File: src/logic/isr_pkg.sv
// Package for the status reporting block: register offsets, bit positions,
// reset value and query select codes.
// Assumes an APB master with 32-bit data and one aligned word per register.
package isr_pkg;
  localparam logic [7:0] ISR_OFS_STB = 8'h00;
  localparam logic [7:0] ISR_OFS_SRE = 8'h04;
  localparam logic [7:0] ISR_OFS_SEV = 8'h08;
  localparam logic [7:0] ISR_OFS_SEN = 8'h0C;
  localparam logic [7:0] ISR_OFS_OCN = 8'h10;
  localparam logic [7:0] ISR_OFS_OEV = 8'h14;
  localparam logic [7:0] ISR_OFS_OEN = 8'h18;
  localparam logic [7:0] ISR_OFS_CMD = 8'h1C;
  localparam logic [7:0] ISR_OFS_QRY = 8'h20;
  localparam logic [7:0] ISR_OFS_RSP = 8'h24;
  localparam int ISR_BIT_OSB = 7;
  localparam int ISR_BIT_RQS = 6;
  localparam int ISR_BIT_ESB = 5;
  localparam int ISR_BIT_MAV = 4;
  localparam int ISR_CMD_CLS = 0;
  localparam int ISR_CMD_POLL = 1;
  localparam logic [7:0] ISR_RST_BYTE = 8'h00;
  localparam logic [3:0] ISR_Q_STB = 4'h1;
  localparam logic [3:0] ISR_Q_SRE = 4'h2;
  localparam logic [3:0] ISR_Q_SEV = 4'h3;
  localparam logic [3:0] ISR_Q_SEN = 4'h4;
  localparam logic [3:0] ISR_Q_OCN = 4'h5;
  localparam logic [3:0] ISR_Q_OEV = 4'h6;
  localparam logic [3:0] ISR_Q_OEN = 4'h7;
endpackage

File: src/logic/isr_status.sv
// Status reporting block: event register sets, status byte, service
// request line and a single pending query response slot, behind APB.
// Assumes event and condition inputs are already synchronous to pclk.
//
// The address map and register access over APB are this design's own decisions.
`timescale 1ns/1ns
`default_nettype none

// Contract
// - Response goes out only while addressed to talk.
// - A query alone never transmits; it only prepares a response.
// - Only the latest query before talk addressing is answered.
// - Condition registers are live, unlatched, read-only, never cleared.
// - Standard event set has no condition register; operation set has.
// - Event bits latch on events; repeats while set do nothing.
// - Event bits stay set until clearing query or clear-status.
// - Summary is OR of event AND enable per set.
// - Enable registers read/write; other status registers read-only.
// - Status byte is read-only and follows the summaries directly.
// - Master summary is set by any enabled summary; drives service request.
// - Status byte query reports master summary state.
// - Query value is the 8-bit binary-weighted register value.
// - Standard event register query returns contents then clears it.
// - Writing 0 to an enable register clears all its bits.
// - Clear-status clears all event registers and thus summaries.
// - Status byte is never cleared directly, only via its sources.
// - Service request asserts on a rising master summary.
// - Serial poll releases service request; master summary stays set.
// - Status byte bits: operation 7, master 6, standard 5, message 4.
module isr_status (
  input wire logic pclk,
  input wire logic presetn,
  input wire logic clk_en,
  input wire logic psel,
  input wire logic penable,
  input wire logic pwrite,
  input wire logic [7:0] paddr,
  input wire logic [31:0] pwdata,
  input wire logic [3:0] pstrb,
  output logic [31:0] prdata,
  output logic pready,
  output logic pslverr,
  input wire logic [7:0] std_evt,
  input wire logic [7:0] op_evt,
  input wire logic [7:0] op_cond,
  input wire logic talk_addr,
  input wire logic rsp_take,
  output logic [7:0] rsp_data,
  output logic rsp_valid,
  output logic srq
);
  logic [7:0] sev_r, sen_r, oev_r, oen_r, sre_r, rsp_r;
  logic mav_r, rqs_r, mss_d_r;
  logic [7:0] sev_nxt, oev_nxt, rsp_nxt, stb;
  logic wr, rd, a_stb, a_sre, a_sev, a_sen, a_ocn, a_oev, a_oen;
  logic a_cmd, a_qry, a_rsp, ok, cls, poll, qry_wr, sev_qry, oev_qry;
  logic std_sum, op_sum, mss, mss_rise;
  logic [3:0] qsel;
  logic [7:0] wbyte;

  assign wr = psel & penable & pwrite & clk_en;
  assign rd = psel & penable & ~pwrite & clk_en;
  assign a_stb = paddr == isr_pkg::ISR_OFS_STB;
  assign a_sre = paddr == isr_pkg::ISR_OFS_SRE;
  assign a_sev = paddr == isr_pkg::ISR_OFS_SEV;
  assign a_sen = paddr == isr_pkg::ISR_OFS_SEN;
  assign a_ocn = paddr == isr_pkg::ISR_OFS_OCN;
  assign a_oev = paddr == isr_pkg::ISR_OFS_OEV;
  assign a_oen = paddr == isr_pkg::ISR_OFS_OEN;
  assign a_cmd = paddr == isr_pkg::ISR_OFS_CMD;
  assign a_qry = paddr == isr_pkg::ISR_OFS_QRY;
  assign a_rsp = paddr == isr_pkg::ISR_OFS_RSP;
  assign ok = a_stb | a_sre | a_sev | a_sen | a_ocn | a_oev | a_oen
    | a_cmd | a_qry | a_rsp;
  assign pready = 1'b1;
  // Writes to read-only registers are flagged as errors and store nothing.
  assign pslverr = psel & penable & (~ok | (pwrite & (a_stb | a_sev | a_ocn
    | a_oev | a_rsp)) | (~pwrite & (a_cmd | a_qry)));

  assign cls = wr & a_cmd & pwdata[isr_pkg::ISR_CMD_CLS];
  assign poll = wr & a_cmd & pwdata[isr_pkg::ISR_CMD_POLL];
  assign qry_wr = wr & a_qry;
  assign qsel = pwdata[3:0];
  assign wbyte = pwdata[7:0];
  // A direct APB read of the standard event register also reads and clears.
  assign sev_qry = (qry_wr & (qsel == isr_pkg::ISR_Q_SEV))
    | (rd & a_sev);
  assign oev_qry = (qry_wr & (qsel == isr_pkg::ISR_Q_OEV)) | (rd & a_oev);

  // Set wins over clear so an event in the clearing cycle is kept.
  assign sev_nxt = ((sev_qry | cls) ? 8'h00 : sev_r) | std_evt;
  assign oev_nxt = ((oev_qry | cls) ? 8'h00 : oev_r) | op_evt;

  assign std_sum = |(sev_r & sen_r);
  assign op_sum = |(oev_r & oen_r);
  // Only sources feed the status byte; it has no storage to clear.
  assign mss = |({op_sum, std_sum, mav_r} & {sre_r[isr_pkg::ISR_BIT_OSB],
    sre_r[isr_pkg::ISR_BIT_ESB], sre_r[isr_pkg::ISR_BIT_MAV]});
  assign mss_rise = mss & ~mss_d_r;
  always_comb begin
    stb = isr_pkg::ISR_RST_BYTE;
    stb[isr_pkg::ISR_BIT_OSB] = op_sum;
    stb[isr_pkg::ISR_BIT_RQS] = mss;
    stb[isr_pkg::ISR_BIT_ESB] = std_sum;
    stb[isr_pkg::ISR_BIT_MAV] = mav_r;
  end

  // Value kept in binary-weighted form; rsp_data carries the same byte unconverted.
  always_comb begin
    unique case (qsel)
      isr_pkg::ISR_Q_STB: rsp_nxt = stb;
      isr_pkg::ISR_Q_SRE: rsp_nxt = sre_r;
      isr_pkg::ISR_Q_SEV: rsp_nxt = sev_r;
      isr_pkg::ISR_Q_SEN: rsp_nxt = sen_r;
      isr_pkg::ISR_Q_OCN: rsp_nxt = op_cond;
      isr_pkg::ISR_Q_OEV: rsp_nxt = oev_r;
      isr_pkg::ISR_Q_OEN: rsp_nxt = oen_r;
      default: rsp_nxt = 8'h00;
    endcase
  end

  always_ff @(posedge pclk or negedge presetn) begin
    if (!presetn) begin
      sev_r <= isr_pkg::ISR_RST_BYTE;
      oev_r <= isr_pkg::ISR_RST_BYTE;
    end else if (clk_en) begin
      sev_r <= sev_nxt;
      oev_r <= oev_nxt;
    end
  end

  // Enable writes take the low byte; writing zero clears every bit.
  always_ff @(posedge pclk or negedge presetn) begin
    if (!presetn) begin
      sen_r <= isr_pkg::ISR_RST_BYTE;
      oen_r <= isr_pkg::ISR_RST_BYTE;
      sre_r <= isr_pkg::ISR_RST_BYTE;
    end else begin
      if (wr & a_sen & pstrb[0]) sen_r <= pwdata[7:0];
      if (wr & a_oen & pstrb[0]) oen_r <= pwdata[7:0];
      if (wr & a_sre & pstrb[0]) sre_r <= pwdata[7:0];
    end
  end

  // One response slot: a newer query overwrites an older pending one.
  always_ff @(posedge pclk or negedge presetn) begin
    if (!presetn) begin
      rsp_r <= isr_pkg::ISR_RST_BYTE;
      mav_r <= 1'b0;
    end else if (clk_en) begin
      if (qry_wr) begin
        rsp_r <= rsp_nxt;
        mav_r <= 1'b1;
      end else if ((rsp_take & talk_addr) | cls) begin
        mav_r <= 1'b0;
      end
    end
  end

  // A new rising edge of the master summary beats a poll in the same cycle.
  always_ff @(posedge pclk or negedge presetn) begin
    if (!presetn) begin
      rqs_r <= 1'b0;
      mss_d_r <= 1'b0;
    end else if (clk_en) begin
      mss_d_r <= mss;
      if (mss_rise) rqs_r <= 1'b1;
      else if (poll | ~mss) rqs_r <= 1'b0;
    end
  end

  assign srq = rqs_r;
  assign rsp_valid = mav_r & talk_addr;
  assign rsp_data = rsp_r;

  always_comb begin
    prdata = 32'h0000_0000;
    if (rd) begin
      if (a_stb) prdata[7:0] = stb;
      if (a_sre) prdata[7:0] = sre_r;
      if (a_sev) prdata[7:0] = sev_r;
      if (a_sen) prdata[7:0] = sen_r;
      if (a_ocn) prdata[7:0] = op_cond;
      if (a_oev) prdata[7:0] = oev_r;
      if (a_oen) prdata[7:0] = oen_r;
      if (a_rsp) prdata[7:0] = rsp_r;
    end
  end
endmodule // isr_status

`default_nettype wire

File: config.mk
export PLATFORM = sky130hd
export DESIGN_NAME = isr_status
export DESIGN_NICKNAME = d
export VERILOG_FILES = /design/src/logic/isr_pkg.sv /design/src/logic/isr_status.sv
export SDC_FILE = /design/constraint.sdc
export NUM_CORES = 1
export LEC_CHECK = 0
export BUFFER_PORTS_ARGS = -buffer_cell sky130_fd_sc_hd__buf_2
export CAP_MARGIN = 40
export CORE_MARGIN = 2
export CORE_UTILIZATION = 25
export CTS_CLUSTER_DIAMETER = 150
export DETAILED_ROUTE_END_ITERATION = 8
export PLACE_DENSITY_LB_ADDON = 0.05
export RECOVER_POWER = 100
export SKIP_LAST_GASP = 1
export SYNTH_ARGS = -nofsm -noshare
export SYNTH_HDL_FRONTEND = slang
export SYNTH_SLANG_ARGS = --single-unit
File: constraint.sdc
create_clock -name pclk -period 3.9 [get_ports pclk]
set_input_delay 0.195 -clock pclk [delete_from_list [all_inputs] [get_ports pclk]]
set_output_delay 0.195 -clock pclk [all_outputs]
set_load 0.03 [all_outputs]
==> run metrics <==
max cap viols 1; mapped cell area 3580 sq um; FF+latch area 1280 sq um; Leak Pwr 1.71 nW; Yosys top cell area share 0.357; switch share 0.278; met2 wire len 6020 um; status complete, but fails checks; Clk pwr share 0.397; Data arrival, critical path 3.24 ns; gr usage total 0.178; pwr dens 293 nW/um^2; crit-path cells clkbuf_1 -> and4_1 -> nand4_1 -> clkbuf_1 -> nor3_1 -> a311oi_1 -> a22o_1; Top Layer Used met4; Worst path slowest cell a311oi_1; row count 43; initial antenna violation count 0; sw power 330 uW; worst-skew pair later-pin latency 0.30 ns; die boundary width 124 um; normalized max-slew margin -0.913; vias in the first global route 3,201; ANT nets after route 0; count of flip-flops with a built-in enable after synthesis 0; met3 wire length 621 um; synth warn 0; Synth Register Bits 51; Filler Cell Count 1,542; commonest cells in the synthesized netlist dfrtp_1 (51), nand2_1 (32), o21ai_0 (28), buf_4 (25); top-count cell post-synth dfrtp_1; CP Class in -> reg; Crit Path Max Fanout 23; WL/cell 21.4 um; io pins 120; Worst Path Buf+Inv 2; Met1 Routed Length 6060 um; Final Wtd Congestion 0.863; via count of the routed design 3,253; Synth cell types 62; clk root buf clkbuf_16; ys async rst share 1.00; fin crit period 3.01 ns; critical path's top delay family compound AO/OA/AOI/OAI gates; non-filler cells, final 612; hold buffer count at cts 0; initial detailed-routing violation count 174; first-pass GRT wire length 19,900 um; H-tree Lvls 2; vias per cell 5.32; CORE AREA 13,900 sq um; prevailing post-synth register cell dfrtp_1; WHS Path Cells 2; Worst path max stage delay 1.11 ns; Logic pwr share 0.154; post-place setup slack 1.30 ns; port bufs 67; diode count 0; Setup Total Neg Slack 0 ns; Routed WL 13,100 um; layout cells sized above 1 0.215; most numerous cell on the critical path clkbuf_1; Max Root-Sink Buffers 2; Req. time, crit path 4.13 ns; CTS tree yes; Synth Instances 378; DP HPWL 9840 um; area of the multi-input gates 2010 sq um; Post-CTS Setup Bufs 0; final hold vios 0; Seq/Total Area, Yosys 0.357; biggest area consumer among synthesized cells dfrtp_1; syn_area_per_cell 9.46 sq um; period utilization 0.771; die height 124 um; die area 15,300 sq um; Worst Tran Pin Value 2.87 ns; Max VDD drop 0.000172 V; Clock transition at path regs 0.07 ns; type of element launching the critical path input pin; post-cts sizing count 0; critical path endpoint category register; Final setup viols 0; drt drc 0; 1st-pass router iterations 4; Worst Skew 0.00369 ns; fmax 0.332 GHz; Initial Util 0.257; fin util 0.291; Slew Viols, Final 52; Final #Nets 507; TritonCTS buffer count 5; Int Pwr 858 uW; placed cells 604; Final WS setup 0.892 ns; failing checks capacitance limit, slew limit; Hold Crit Class in -> reg; Reg2Reg Depth 5; GRT overflow 0; sinks on the clock net 51; synth top area cells dfrtp_1 (36%), mux2_2 (6.3%), buf_4 (5.2%); Flop pwr share 0.449; largest net degree at the start of global routing 52; RSZ-0062 raised after global routing false; Synth-to-Final Area Change 13.3%; WP depth 7
## metal layers
metal	up-vias	track usage
met4	0	0.0646
met2	112	0.277
met1	1620	0.251
met3	23	0.0270
met5	-	0
li1	1498	-
## per-stage QoR
stage	hold slack, ns	power [mW]	cell area, sq um
after floorplan	-0.101	0.677	3660
after global placement	0.370	0.730	3970
after detailed placement	0.374	0.729	3970
after CTS	0.0592	1.21	4130
after global routing	0.126	1.25	4050
final	0.126	1.19	4050
## cell families after synthesis
kind of cell	Yosys count	share of synthesized area
AOI/OAI and AO/OA	118	0.235
DFF	51	0.357
buffers and inverters	57	0.0913
other	2	0.00210
and+or+nand+nor	110	0.176
muxes	40	0.139
## area by class of cell
type                       count  share of cell area
sequential                    51               0.315
multi-input combinational    293               0.496
timing repair buffer          74              0.0883
inverter                       6             0.00556
tap                          180              0.0556
clock buffer                   7              0.0377
clock inverter                 1             0.00185
## layout by cell type, fill, tap and decap left out, drive strengths merged, types with 3 or more instances in the layout
cell | synthesis | routed
nor2b | 6 | 6
inv | 6 | 6
nor3 | 5 | 5
mux4 | 3 | 3
a222oi | 4 | 4
nor2 | 20 | 20
nor4b | 4 | 4
o21ai | 28 | 28
a21o | 3 | 3
nor3b | 4 | 4
buf | 31 | 54
a32oi | 4 | 4
mux2 | 27 | 27
and3 | 3 | 3
a221oi | 4 | 4
a211oi | 3 | 3
a21oi | 16 | 16
mux2i | 10 | 10
nand2 | 32 | 32
nand3b | 4 | 4
a22o | 17 | 17
or4 | 4 | 4
dfrtp | 51 | 51
nand3 | 6 | 6
conb | 2 | 25
nor4 | 3 | 3
and2 | 3 | 3
a311oi | 4 | 4
a31oi | 7 | 7
and4 | 3 | 3
a22oi | 14 | 14
nand2b | 5 | 5
clkbuf | 20 | 27
nand4 | 3 | 3
## path summary, 6_finish.rpt
| kind | to | slack, ns | from |
|---|---|---|---|
| max | sev_r[5] | 0.89 | clk_en |
| min | sev_r[1] | 0.13 | std_evt[1] |
| max reg2reg | srq | 1.57 | oev_r[3] |
| min reg2reg | srq | 0.50 | srq |
| max in group asynchronous | mav_r | 1.35 | presetn |
| min in group asynchronous | sev_r[3] | 0.92 | presetn |
## flip-flops by register name, summed over array words and instances (netlist names)
signal    flops
oen_r         8
oev_r         8
rsp_data      8
sen_r         8
sev_r         8
sre_r         8
mav_r         1
mss_d_r       1
srq           1
## power groups by stage
stage	registers [mW]	logic (mW)	clock network [mW]
4_1_cts	0.533	0.186	0.489
6_report	0.534	0.183	0.472
3_3_place_gp	0.544	0.186	0
3_5_place_dp	0.544	0.186	0
2_1_floorplan	0.543	0.134	0
5_1_grt	0.534	0.202	0.512
Power figures use the tool's default switching activity.
